**src/common/upi_pkg.sv**
```systemverilog
// Operation
// - enable bit on powers module; off idles outputs, frees pins, stops analog
// - suspend bit gates the 48 MHz clock and puts transceiver in low power
// - busy reads 1 while active or still settling; 0 only when ready
// - sleep guard blocks sleep on bus activity or pending notification
// - activity pending reads 1 when activity seen but interrupt not yet raised
// - hardware sets flags; software writes 1 to clear, 0 leaves unchanged
// - stall flag on stall handshake received as host or sent as device
// - attach flag in host mode after 2.5 us quiet, bus not SE0
// - resume flag when K state holds for 2.5 us
// - idle flag after 3 ms of continuous idle bus
// - token done flag when current token processing finishes
// - clearing token done flag advances the endpoint status queue
// - frame start flag on SOF received or host SOF threshold
// - error summary set only by errors whose enables are set
// - bit 0 flags bus reset as device, detach as host
// - each enable bit gates the flag at the same position
// - error interrupt reaches request only with enable bit 1 set
// - enable bit 0 means reset enable as device, detach enable as host
// - unused bits read zero, ignore writes; implemented bits reset to zero
package upi_pkg;
  localparam logic [7:0] OFS_PWR   = 8'h00;
  localparam logic [7:0] OFS_FLAGS = 8'h04;
  localparam logic [7:0] OFS_IE    = 8'h08;
  localparam logic [7:0] REG_RESET = 8'h00;
  // power control fields
  localparam int PWR_EN   = 0;
  localparam int PWR_SUSP = 1;
  localparam int PWR_BUSY = 3;
  localparam int PWR_GRD  = 4;
  localparam int PWR_ACT  = 7;
  localparam logic [7:0] PWR_WMASK = 8'h13;
  // interrupt flag positions
  localparam int F_RST    = 0;
  localparam int F_ERR    = 1;
  localparam int F_SOF    = 2;
  localparam int F_TOKEN  = 3;
  localparam int F_IDLE   = 4;
  localparam int F_RESUME = 5;
  localparam int F_ATTACH = 6;
  localparam int F_STALL  = 7;
  localparam logic [7:0] W1C_MASK = 8'hFD;
  // timing
  localparam int CLK_PERIOD_NS = 20;
  localparam int LINE_WAIT_NS  = 2500;
  localparam int IDLE_WAIT_US  = 3000;
  localparam int LINE_WAIT_CYC =
    (LINE_WAIT_NS + CLK_PERIOD_NS - 1) / CLK_PERIOD_NS;
  localparam int IDLE_WAIT_CYC = IDLE_WAIT_US * 1000 / CLK_PERIOD_NS;
  localparam logic [3:0] BUSY_SETTLE = 4'h8;
  // bus signalling
  localparam logic [1:0] RESP_OKAY   = 2'h0;
  localparam logic [1:0] RESP_SLVERR = 2'h2;
  typedef enum logic [1:0] {
    LS_SE0 = 2'b00,
    LS_K   = 2'b01,
    LS_J   = 2'b10,
    LS_SE1 = 2'b11
  } upi_line_t;
  typedef enum logic {
    AT_DETACHED = 1'b0,
    AT_ATTACHED = 1'b1
  } upi_attach_t;
endpackage

```
**src/upi_ctrl.sv**
```systemverilog
// Added by the designer: the address map and the AXI4-Lite interface to the registers.
module upi_ctrl #(
  parameter int ADDR_W      = 8,
  parameter int LINE_CYCLES = upi_pkg::LINE_WAIT_CYC,
  parameter int IDLE_CYCLES = upi_pkg::IDLE_WAIT_CYC
) (
  input  wire logic        clock,          // 50 MHz system clock
  input  wire logic        resetn,         // async reset, active low
  input  wire logic [ADDR_W-1:0] s_awaddr, // write address
  input  wire logic        s_awvalid,      // write address valid
  output logic             s_awready,      // write address ready
  input  wire logic [31:0] s_wdata,        // write data
  input  wire logic [3:0]  s_wstrb,        // byte enables
  input  wire logic        s_wvalid,       // write data valid
  output logic             s_wready,       // write data ready
  output logic [1:0]       s_bresp,        // write response
  output logic             s_bvalid,       // write response valid
  input  wire logic        s_bready,       // write response ready
  input  wire logic [ADDR_W-1:0] s_araddr, // read address
  input  wire logic        s_arvalid,      // read address valid
  output logic             s_arready,      // read address ready
  output logic [31:0]      s_rdata,        // read data
  output logic [1:0]       s_rresp,        // read response
  output logic             s_rvalid,       // read data valid
  input  wire logic        s_rready,       // read data ready
  input  wire logic        dp_pin,         // D+ line level, async
  input  wire logic        dm_pin,         // D- line level, async
  input  wire logic        host_mode_enable, // 1 host, 0 device
  input  wire logic        ev_stall,       // stall handshake pulse
  input  wire logic        ev_token_done,  // token finished pulse
  input  wire logic        ev_sof,         // frame start pulse
  input  wire logic [7:0]  error_flags,    // individual error flags
  input  wire logic [7:0]  error_enables,  // individual error enables
  output logic             module_interrupt_request, // interrupt out
  output logic             stat_fifo_advance, // status queue pop pulse
  output logic             sleep_block,    // vetoes system sleep
  output logic             usb_clk_en,     // 48 MHz clock gate enable
  output logic             xcvr_low_power, // transceiver low power
  output logic             analog_en,      // analog front end on
  output logic             pins_owned      // pins used by the module
);

  ////////////////////////////////////////////////////////////////////
  // parameter checks
  generate
    if (LINE_CYCLES < 1 || IDLE_CYCLES <= LINE_CYCLES || ADDR_W < 8)
    begin : g_bad
      $error("upi_ctrl: unsupported parameter values");
    end
  endgenerate

  localparam int CNT_W = $clog2(IDLE_CYCLES + 1);
  localparam logic [CNT_W-1:0] LINE_HIT = CNT_W'(LINE_CYCLES - 1);
  localparam logic [CNT_W-1:0] IDLE_HIT = CNT_W'(IDLE_CYCLES - 1);
  localparam logic [CNT_W-1:0] IDLE_TOP = CNT_W'(IDLE_CYCLES);

  ////////////////////////////////////////////////////////////////////
  // state
  logic [1:0]  line_s1_r, line_s2_r, line_prev_r;
  logic [CNT_W-1:0] cnt_r, cnt_nxt;
  logic        pwr_r, susp_r, grd_r, act_r, act_nxt;
  logic [3:0]  settle_r, settle_nxt;
  logic [7:0]  flags_r, flags_nxt, ie_r;
  logic        irq_r, adv_r, sleep_r;
  upi_pkg::upi_attach_t at_r, at_nxt;
  logic        aw_have_r, w_have_r;
  logic [ADDR_W-1:0] awaddr_r;
  logic [7:0]  wdata_r;
  logic        wstrb0_r;
  logic        bvalid_r, rvalid_r;
  logic [1:0]  bresp_r, rresp_r;
  logic [31:0] rdata_r;

  ////////////////////////////////////////////////////////////////////
  // line sampling: two flops before any logic looks at the pins
  always_ff @(posedge clock or negedge resetn) begin
    if (!resetn) begin
      // reset to idle J so leaving reset is not taken for a line change
      line_s1_r   <= upi_pkg::LS_J;
      line_s2_r   <= upi_pkg::LS_J;
      line_prev_r <= upi_pkg::LS_J;
    end else begin
      line_s1_r   <= {dp_pin, dm_pin};
      line_s2_r   <= line_s1_r;
      line_prev_r <= line_s2_r;
    end
  end

  // line decode; any change of line state counts as bus activity
  wire activity  = line_s2_r != line_prev_r;
  wire is_se0    = line_s2_r == upi_pkg::LS_SE0;
  wire is_k      = line_s2_r == upi_pkg::LS_K;
  wire is_j      = line_s2_r == upi_pkg::LS_J;
  wire line_hit  = pwr_r && !activity && cnt_r == LINE_HIT;
  wire idle_hit  = pwr_r && !activity && cnt_r == IDLE_HIT;
  wire run       = pwr_r && !susp_r;

  // stable-time counter saturates so the idle flag fires only once
  assign cnt_nxt = (!pwr_r || activity) ? '0 :
                   (cnt_r == IDLE_TOP) ? cnt_r : cnt_r + 1'b1;

  always_ff @(posedge clock or negedge resetn) begin
    if (!resetn) cnt_r <= '0;
    else         cnt_r <= cnt_nxt;
  end

  ////////////////////////////////////////////////////////////////////
  // attach tracking in host mode
  wire host = host_mode_enable;
  wire detached = at_r == upi_pkg::AT_DETACHED;
  always_comb begin
    at_nxt = at_r;
    case (at_r)
      upi_pkg::AT_DETACHED:
        if (host && line_hit && !is_se0) at_nxt = upi_pkg::AT_ATTACHED;
      upi_pkg::AT_ATTACHED:
        if (!host || (line_hit && is_se0)) at_nxt = upi_pkg::AT_DETACHED;
      default: at_nxt = upi_pkg::AT_DETACHED;
    endcase
  end

  always_ff @(posedge clock or negedge resetn) begin
    if (!resetn) at_r <= upi_pkg::AT_DETACHED;
    else         at_r <= at_nxt;
  end

  ////////////////////////////////////////////////////////////////////
  // flag set terms; a gated clock means no engine events in suspend
  wire set_stall  = run && ev_stall;
  wire set_attach = pwr_r && host && detached &&
                    line_hit && !is_se0;
  wire set_resume = pwr_r && line_hit && is_k;
  wire set_idle   = run && idle_hit && is_j;
  wire set_token  = run && ev_token_done;
  wire set_sof    = run && ev_sof;
  // a long SE0 is a reset as device, a detach once attached as host
  wire set_rst    = pwr_r && line_hit && is_se0 &&
                    (!host || !detached);
  wire err_lvl    = |(error_flags & error_enables);

  wire [7:0] set_vec;
  assign set_vec[upi_pkg::F_STALL]  = set_stall;
  assign set_vec[upi_pkg::F_ATTACH] = set_attach;
  assign set_vec[upi_pkg::F_RESUME] = set_resume;
  assign set_vec[upi_pkg::F_IDLE]   = set_idle;
  assign set_vec[upi_pkg::F_TOKEN]  = set_token;
  assign set_vec[upi_pkg::F_SOF]    = set_sof;
  assign set_vec[upi_pkg::F_ERR]    = 1'b0;
  assign set_vec[upi_pkg::F_RST]    = set_rst;

  ////////////////////////////////////////////////////////////////////
  // write decode
  wire wr_do   = aw_have_r && w_have_r && !bvalid_r;
  wire wa_pwr  = awaddr_r[7:0] == upi_pkg::OFS_PWR;
  wire wa_flg  = awaddr_r[7:0] == upi_pkg::OFS_FLAGS;
  wire wa_ie   = awaddr_r[7:0] == upi_pkg::OFS_IE;
  wire wa_hi   = ADDR_W > 8 && (awaddr_r >> 8) != '0;
  wire wa_ok   = !wa_hi && (wa_pwr || wa_flg || wa_ie);
  wire busy    = pwr_r || settle_r != 4'h0;
  // while disabled and settling only the power register may change
  wire wr_lock = !pwr_r && busy;
  wire wr_pwr  = wr_do && wstrb0_r && !wa_hi && wa_pwr;
  wire wr_flg  = wr_do && wstrb0_r && !wa_hi && wa_flg && !wr_lock;
  wire wr_ie   = wr_do && wstrb0_r && !wa_hi && wa_ie && !wr_lock;
  // writing 0 leaves a flag alone; error summary is read-only
  wire [7:0] clr_vec = wr_flg ? (wdata_r & upi_pkg::W1C_MASK)
                              : 8'h00;

  // set wins over a clear landing in the same cycle
  always_comb begin
    flags_nxt = (flags_r & ~clr_vec) | set_vec;
    flags_nxt[upi_pkg::F_ERR] = pwr_r && err_lvl;
  end

  // busy stays up for a settle time after the module is turned off
  assign settle_nxt = pwr_r ? upi_pkg::BUSY_SETTLE :
                      (settle_r != 4'h0) ? settle_r - 4'h1 : 4'h0;

  // activity seen in suspend waits until the resume flag is raised
  assign act_nxt = (susp_r && activity) ||
                   (act_r && susp_r && !set_resume);

  ////////////////////////////////////////////////////////////////////
  // control and status registers
  always_ff @(posedge clock or negedge resetn) begin
    if (!resetn) begin
      pwr_r    <= 1'b0;
      susp_r   <= 1'b0;
      grd_r    <= 1'b0;
      ie_r     <= upi_pkg::REG_RESET;
      flags_r  <= upi_pkg::REG_RESET;
      settle_r <= 4'h0;
      act_r    <= 1'b0;
    end else begin
      if (wr_pwr) begin
        pwr_r  <= wdata_r[upi_pkg::PWR_EN];
        susp_r <= wdata_r[upi_pkg::PWR_SUSP];
        grd_r  <= wdata_r[upi_pkg::PWR_GRD];
      end
      if (wr_ie) ie_r <= wdata_r;
      flags_r  <= flags_nxt;
      settle_r <= settle_nxt;
      act_r    <= act_nxt;
    end
  end

  // interrupt, queue-advance and sleep outputs registered so they never glitch off decode logic
  wire irq_any = |(flags_r & ie_r);
  always_ff @(posedge clock or negedge resetn) begin
    if (!resetn) begin
      irq_r   <= 1'b0;
      adv_r   <= 1'b0;
      sleep_r <= 1'b0;
    end else begin
      irq_r   <= irq_any;
      adv_r   <= clr_vec[upi_pkg::F_TOKEN] &&
                 flags_r[upi_pkg::F_TOKEN];
      sleep_r <= grd_r && (act_r || activity || irq_any);
    end
  end

  assign module_interrupt_request = irq_r;
  assign stat_fifo_advance = adv_r;
  assign sleep_block    = sleep_r;
  assign usb_clk_en     = pwr_r && !susp_r;
  assign xcvr_low_power = susp_r || !pwr_r;
  assign analog_en      = pwr_r;
  assign pins_owned     = pwr_r;

  ////////////////////////////////////////////////////////////////////
  // axi4-lite write channel: address and data taken in either order
  assign s_awready = !aw_have_r && !bvalid_r;
  assign s_wready  = !w_have_r && !bvalid_r;
  assign s_bvalid  = bvalid_r;
  assign s_bresp   = bresp_r;

  always_ff @(posedge clock or negedge resetn) begin
    if (!resetn) begin
      aw_have_r <= 1'b0;
      w_have_r  <= 1'b0;
      awaddr_r  <= '0;
      wdata_r   <= 8'h00;
      wstrb0_r  <= 1'b0;
      bvalid_r  <= 1'b0;
      bresp_r   <= upi_pkg::RESP_OKAY;
    end else begin
      if (s_awvalid && s_awready) begin
        aw_have_r <= 1'b1;
        awaddr_r  <= s_awaddr;
      end
      if (s_wvalid && s_wready) begin
        w_have_r <= 1'b1;
        wdata_r  <= s_wdata[7:0];
        wstrb0_r <= s_wstrb[0];
      end
      if (wr_do) begin
        aw_have_r <= 1'b0;
        w_have_r  <= 1'b0;
        bvalid_r  <= 1'b1;
        bresp_r   <= wa_ok ? upi_pkg::RESP_OKAY : upi_pkg::RESP_SLVERR;
      end else if (bvalid_r && s_bready) begin
        bvalid_r <= 1'b0;
      end
    end
  end

  ////////////////////////////////////////////////////////////////////
  // read decode; upper bits and unused fields read as zero
  wire [7:0] pwr_view = {act_r, 2'b00, grd_r, busy, 1'b0,
                         susp_r, pwr_r};
  wire ra_hi  = ADDR_W > 8 && (s_araddr >> 8) != '0;
  wire ra_pwr = !ra_hi && s_araddr[7:0] == upi_pkg::OFS_PWR;
  wire ra_flg = !ra_hi && s_araddr[7:0] == upi_pkg::OFS_FLAGS;
  wire ra_ie  = !ra_hi && s_araddr[7:0] == upi_pkg::OFS_IE;
  wire [7:0] rd_byte = ra_pwr ? pwr_view :
                       ra_flg ? flags_r :
                       ra_ie  ? ie_r : 8'h00;
  wire ra_ok = ra_pwr || ra_flg || ra_ie;

  assign s_arready = !rvalid_r;
  assign s_rvalid  = rvalid_r;
  assign s_rdata   = rdata_r;
  assign s_rresp   = rresp_r;

  always_ff @(posedge clock or negedge resetn) begin
    if (!resetn) begin
      rvalid_r <= 1'b0;
      rdata_r  <= 32'h0000_0000;
      rresp_r  <= upi_pkg::RESP_OKAY;
    end else if (s_arvalid && s_arready) begin
      rvalid_r <= 1'b1;
      rdata_r  <= {24'h00_0000, rd_byte};
      rresp_r  <= ra_ok ? upi_pkg::RESP_OKAY : upi_pkg::RESP_SLVERR;
    end else if (rvalid_r && s_rready) begin
      rvalid_r <= 1'b0;
    end
  end
endmodule // upi_ctrl

```
**config.mk**
```make
export PLATFORM = sky130hd
export DESIGN_NAME = upi_ctrl
export DESIGN_NICKNAME = d
export VERILOG_FILES = /design/src/common/upi_pkg.sv /design/src/upi_ctrl.sv
export SDC_FILE = /design/constraint.sdc
export NUM_CORES = 1
export LEC_CHECK = 0
export BUFFER_PORTS_ARGS = -buffer_cell sky130_fd_sc_hd__clkbuf_2
export CELL_PAD_IN_SITES_DETAIL_PLACEMENT = 1
export CELL_PAD_IN_SITES_GLOBAL_PLACEMENT = 1
export CORE_UTILIZATION = 35
export DETAILED_ROUTE_END_ITERATION = 12
export GPL_TIMING_DRIVEN = 0
export MAX_ROUTING_LAYER = met4
export PLACE_DENSITY_LB_ADDON = 0.1
export SETUP_SLACK_MARGIN = 0.1
export SYNTH_ARGS = -nofsm -noshare
export SYNTH_HDL_FRONTEND = slang
export SYNTH_SLANG_ARGS = --single-unit
```
**constraint.sdc**
```tcl
create_clock -name clock -period 2.35 [get_ports clock]
set_clock_uncertainty 0.15 [all_clocks]
set_input_delay 0.235 -clock clock [delete_from_list [all_inputs] [get_ports clock]]
set_output_delay 0.235 -clock clock [all_outputs]
set_load 0.01 [all_outputs]
```
== Word level (Yosys, flattened, before mapping) ==
Cells that the tools add are included.

* Logic and storage cells: 140
* Output and inout port bits: 48
* Bits of input ports: 81
* Bits in registers: 85

* Reduce and logical (&&, ||, !) cells: 75
* Bitwise gates (word level): 6
* Muxes and demuxes: 21
* Equality and inequality tests: 11
* Add/subtract/negate cells: 2

{| class="wikitable"
|+ Operator list
! cell !! number
|-
| $logic_and A1 B1 Y1 || 42
|-
| $eq A18 B18 Y1 const B || 2
|-
| $mux W18 || 2
|-
| $mux W8 || 4
|-
| $and A8 B8 Y8 || 3
|-
| $add A18 B1 Y18 const B || 1
|-
| $eq A18 B7 Y1 const B || 1
|-
| $eq A8 B3 Y1 const B || 2
|-
| $eq A8 B4 Y1 const B || 2
|-
| $logic_not A8 Y1 || 2
|-
| $reduce_or A8 Y1 || 2
|-
| $logic_or A1 B1 Y1 || 12
|-
| $logic_not A1 Y1 || 11
|-
| $mux W1 || 10
|-
| $mux W4 || 2
|-
| $not A8 Y8 || 1
|-
| $or A8 B8 Y8 || 1
|-
| $reduce_bool A2 Y1 || 4
|-
| $mux W2 || 2
|-
| $reduce_bool A4 Y1 || 1
|-
| $sub A4 B1 Y4 const B || 1
|-
| $eq A2 B1 Y1 const B || 1
|-
| $eq A2 B2 Y1 const B || 1
|-
| $logic_not A2 Y1 || 1
|-
| 4 further kinds || 4
|}

== Logic depth before layout (Yosys ltp) ==
* Depth in word-level cells: 9
* Mapped depth: 7
* Depth with buffers taken out: 6

== Worst setup path after synthesis ==
OpenSTA, ideal clock, no wires.

* Path kind: reg-to-reg
* Start point: reg line_s2_r[1]
* End point: reg act_r
* Clock period less this slack: 2.214 ns
* Setup slack: 0.136 ns
* Required time: 2.081 ns
* Arrival: 1.945 ns
* Cell stages (with the launch flop): 7
* Cell sequence: dfstp_2 > xor2_1 > or3_1 > buf_6 > or4_1 > buf_2 > o21ba_2

* Cells in the longest elaborated chain, start to end: 9
* Elaborated cells on any way between the ends: 11
* Those cells by class: eq/ne: 2; reduce/logical: 9

{| class="wikitable"
|+ RTL lines
! what !! line !! source
|-
| start, declared || upi_ctrl.sv:59 || <nowiki>logic [1:0] line_s1_r, line_s2_r, line_prev_r;</nowiki>
|-
| start signal, assigned || upi_ctrl.sv:80 || <nowiki>line_s2_r <= upi_pkg::LS_J;</nowiki>
|-
| start signal, assigned || upi_ctrl.sv:84 || <nowiki>line_s2_r <= line_s1_r;</nowiki>
|-
| $ne A2 B2 Y1 || upi_ctrl.sv:90 || <nowiki>wire activity = line_s2_r != line_prev_r;</nowiki>
|-
| $logic_not A1 Y1 || upi_ctrl.sv:94 || <nowiki>wire line_hit = pwr_r && !activity && cnt_r == LINE_HIT;</nowiki>
|-
| $logic_and A1 B1 Y1 (2 in a row) || upi_ctrl.sv:94 ||
|-
| $logic_and A1 B1 Y1 (2 in a row) || upi_ctrl.sv:132 || <nowiki>wire set_resume = pwr_r && line_hit && is_k;</nowiki>
|-
| $logic_not A1 Y1 || upi_ctrl.sv:181 || <nowiki>(act_r && susp_r && !set_resume);</nowiki>
|-
| $logic_and A1 B1 Y1 || upi_ctrl.sv:181 ||
|-
| $logic_or A1 B1 Y1 * || upi_ctrl.sv:180 || <nowiki>assign act_nxt = (susp_r && activity) ||</nowiki>
|-
| named net act_nxt || upi_ctrl.sv:61 || <nowiki>logic pwr_r, susp_r, grd_r, act_r, act_nxt;</nowiki>
|-
| end signal, assigned || upi_ctrl.sv:203 || <nowiki>act_r <= act_nxt;</nowiki>
|-
| end, declared || upi_ctrl.sv:61 ||
|}

The timed path passes the listed nets; every way through them passes the cells marked *.
A chain may end at the register's enable or synchronous reset.

== Worst setup path in the final report ==
* Start point: reg line_s2_r[1]
* End point: reg flags_r[4]

* Cells in the longest elaborated chain, start to end: 7
* Elaborated cells on any way between the ends: 8
* Those cells by class: eq/ne: 2; bitwise: 1; reduce/logical: 5

{| class="wikitable"
|+ RTL lines
! what !! line !! source
|-
| $ne A2 B2 Y1 || upi_ctrl.sv:90 ||
|-
| $logic_not A1 Y1 || upi_ctrl.sv:95 || <nowiki>wire idle_hit = pwr_r && !activity && cnt_r == IDLE_HIT;</nowiki>
|-
| $logic_and A1 B1 Y1 (2 in a row) || upi_ctrl.sv:95 ||
|-
| $logic_and A1 B1 Y1 || upi_ctrl.sv:133 || <nowiki>wire set_idle = run && idle_hit && is_j;</nowiki>
|-
| $logic_and A1 B1 Y1 * || upi_ctrl.sv:133 ||
|-
| $or A8 B8 Y8 * || upi_ctrl.sv:171 || <nowiki>flags_nxt = (flags_r & ~clr_vec) | set_vec;</nowiki>
|-
| named net flags_nxt[4] || upi_ctrl.sv:63 || <nowiki>logic [7:0] flags_r, flags_nxt, ie_r;</nowiki>
|-
| end signal, assigned || upi_ctrl.sv:191 || <nowiki>flags_r <= upi_pkg::REG_RESET;</nowiki>
|-
| end signal, assigned || upi_ctrl.sv:201 || <nowiki>flags_r <= flags_nxt;</nowiki>
|-
| end, declared || upi_ctrl.sv:63 ||
|}

Marks and branches as above.

==> metrics.md <==
| Metric | Value |
|---|---|
| F_max | `449.5 MHz` |
| Initial core utilization | `36.27%` |
| Endpoints failing hold | `0` |
| Worst reg2reg path endpoint | `flags_r[4]$_DFF_PN0_` |
| Die Span Y | `108.5 microns` |
| Via Count | `3,177` |
| Largest net degree at the start of global routing | `62` |
| Root Driver | `clkbuf_16` |
| Final Max Slew Viols | `0` |
| CTS max path bufs | `2` |
| Power Dens Cells | `805.3 nW/um^2` |
| Total track usage | `18.69%` |
| Global-route wire length before repair | `16,180 microns` |
| CP required | `2480 ps` |
| IO Count | `129` |
| Crit. End Element | `flip-flop` |
| Drt first-iter violations | `83` |
| Final-stage net count | `590` |
| Peak supply drop | `396.2 uV` |
| Status | `complete, no violations` |
| HPWL after DPL | `7064 microns` |
| Fin crit period | `2225 ps` |
| Vias in the first global route | `3,344` |
| DR pass1 iterations | `4` |
| Final ANT Viol Nets | `0` |
| DR WL/cell | `14.96 microns` |
| Primary FF master, synth | `dfrtp_1` |
| CP endpoint | `flags_r[4]$_DFF_PN0_` |
| Arr. time, crit path | `2350 ps` |
| Cell mode on critical path | `buf_4` |
| Synth cell types | `48` |
| # port buffers | `74` |
| Period utilization | `94.67%` |
| Hold_ws | `7.838 ps` |
| Post-Place Setup Slack | `-307.1 ps` |
| Total congestion overflow | `0` |
| Reg2Reg Depth | `9` |
| Mapped Cells | `366` |
| Slew HR | `59.53%` |
| Register-to-Register Setup Slack | `130 ps` |
| Critical path's slowest cell | `dfstp_2` |
| Clk sinks | `83` |
| Final worst slack | `125.3 ps` |
| Synth Register Bits | `83` |
| Num CTS Buffers | `9` |
| Critical path launch point type | `flip-flop` |
| H-tree levels | `3` |
| Sequential-to-total area share from yosys stat | `52.46%` |
| Diode count | `0` |
| Layout fillers | `1,230` |
| CP startpoint | `line_s2_r[1]$_DFF_PN1_` |
| Layout cells sized above 1 | `33.40%` |
| Via density | `4.895` |
| Hold Crit Class | `input port to flip-flop` |
| Final WL | `9706 microns` |
| DRC Markers | `0` |
| Worst-Margin Slew | `607.1 ps` |
| Rows | `38` |
| Critical path cell sequence | `xor2_2 > buf_4 > buf_4 > buf_4 > buf_4 > buf_4 > or2_2 > nor4_2 > a21o_1` |
| Post-synthesis cell area | `3966 sq um` |
| Unrepaired setup endpoints after global routing | `true` |
| Layout area overhead | `32.71%` |
| Cell Count, Final, Fillers Out | `649` |
| MaxCap Viol Count | `0` |
| Critical path class | `flip-flop to flip-flop` |
| Mapped Avg Cell Area | `10.84 sq um` |
| CP peak stage delay | `580 ps` |
| RD Place Congestion | `0.7765` |
| Crit-path max FO | `5` |
| Clk pin slew, worst setup/hold paths | `60 ps` |
| Die X | `108.5 microns` |
| Initial antenna violation count | `0` |
| Leakage | `2.417 nW` |
| Placeable core area | `10,940 sq um` |
| Placed cells | `606` |
| Endpoints failing setup | `0` |
| Ys async rst share | `100.0%` |
| RR Startpoint | `line_s2_r[1]$_DFF_PN1_` |
| Clk_lat worst skew | `340 ps` |
| CTS tree | `built` |
| Post-synth EDFFs | `0` |
| DIE AREA | `11,760 sq um` |
| Syn. warnings | `0` |
==> how the worst min path moves through the flow <==
stage	from	to	slack [ps]	depth (start not counted)
after floorplan	resetn	act_r$_DFF_PN0_	-210	0
after global placement	dp_pin	line_s1_r[1]$_DFF_PN1_	180	1
after detailed placement	resetn	stat_fifo_advance$_DFF_PN0_	50	1
after CTS	s_wdata[7]	wdata_r[7]$_DFFE_PN0P_	4	2
after global routing	s_wdata[7]	wdata_r[7]$_DFFE_PN0P_	10	2
final	s_wdata[7]	wdata_r[7]$_DFFE_PN0P_	8	2
==> power breakdown <==
| part | leakage (nW) | switching [mW] | internal (mW) |
|---|---|---|---|
| clock | 0.135 | 0.540 | 0.798 |
| combinational | 1.21 | 0.460 | 0.487 |
| sequential | 1.07 | 0.249 | 1.71 |
| total | 2.42 | 1.25 | 2.99 |
==> through the flow <==
step	utilization [%]	area [sq um]	setup TNS, ps	power, mW
after floorplan	-	4060	0	2.509
after global placement	42.12	4606	-3908	2.797
after detailed placement	42.39	4636	-2497	2.853
after CTS	47.91	5239	0	4.278
after global routing	48.14	5264	0	4.497
final	48.14	5264	0	4.239
==> critical path, delay by kind of cell, from the launching register on <==
family	cells	cell delay, ps
xor+xnor	1	90
simple gates	2	620
buf+inv	5	610
flops	1	580
compound gates	1	110
==> registers in the layout, summed over array words and instances, names as in the netlist, 2 cells and up <==
signal	cells
ie_r	8
awaddr_r	8
line_s2_r	2
s_rdata	8
settle_r	4
flags_r	8
wdata_r	8
line_s1_r	2
line_prev_r	2
cnt_r	18
==> layer usage <==
| layer | part of all wire [%] | track usage [%] |
|---|---|---|
| met5 | 0 | - |
| met4 | 1.7 | 8.108 |
| met3 | 3.0 | 2.773 |
| met2 | 51 | 31.06 |
| met1 | 44 | 22.53 |
==> logic make-up (layout without fill, tap and decap cells) <==
kind of cell / Yosys count / in the layout / share of synthesized area [%]
simple gates: 119 / 119 / 15.90
flops: 83 / 83 / 52.46
compound gates: 60 / 60 / 10.41
buf+inv: 53 / 171 / 7.791
mux: 33 / 33 / 9.211
xor+xnor: 13 / 13 / 2.871
fa+ha+maj: 4 / 4 / 1.262
other cells: 1 / 26 / 0.09455
==> repair_timing <==
item | 4_1_cts | 5_1_grt
hold buffers | 22 | 0
setup buffers | 7 | 0
gates resized for setup | 8 | 5
cloned | 0 | 0
endpoints found under the hold margin | 43 | 0
setup endpoints to repair | 18 | 16
pin swaps | 4 | 1
==> cells in the mapped netlist, types with 5 or more instances <==
library cell	instances	area share, %
a22oi_1	11	2.1
mux2_2	28	7.9
o21ai_0	14	1.8
nor2b_1	7	1.1
nand2_1	22	2.1
clkbuf_1	9	0.85
nand4_1	17	2.7
or3_1	7	1.1
buf_4	27	5.1
o31ai_1	7	1.3
dfrtp_1	80	50
a21oi_1	8	1.0
xnor2_1	10	2.2
inv_1	14	1.3
nor2_1	26	2.5
nor3_1	7	0.88
a22o_1	7	1.5
nor4_1	8	1.3
mux2i_1	5	1.3
nand3_1	6	0.76
==> layout by cell type, fill, tap and decap left out, types with 8 or more instances in the layout <==
cell type      instances
clkbuf_16              9
conb_1                26
nand4_1               17
clkbuf_2              73
mux2_2                28
xnor2_1               10
nand2_1               21
a21oi_1                8
inv_1                 14
nor2_1                26
dfrtp_1               79
clkbuf_1              10
a22oi_1               11
dlygate4sd3_1         22
buf_4                 33
o21ai_0               14
==> area by class of cell <==
cell class	instances	area (sq um)	area share, %
tap	140	175.2	3.328
clock inverter	1	7.507	0.1426
inverter	15	56.30	1.070
clock buffer	14	274.0	5.206
sequential	83	2082	39.55
buffer	37	255.2	4.849
timing repair buffer	104	685.7	13.03
multi-input combinational	255	1728	32.83
Note: power is estimated with default switching activity, not from simulation.
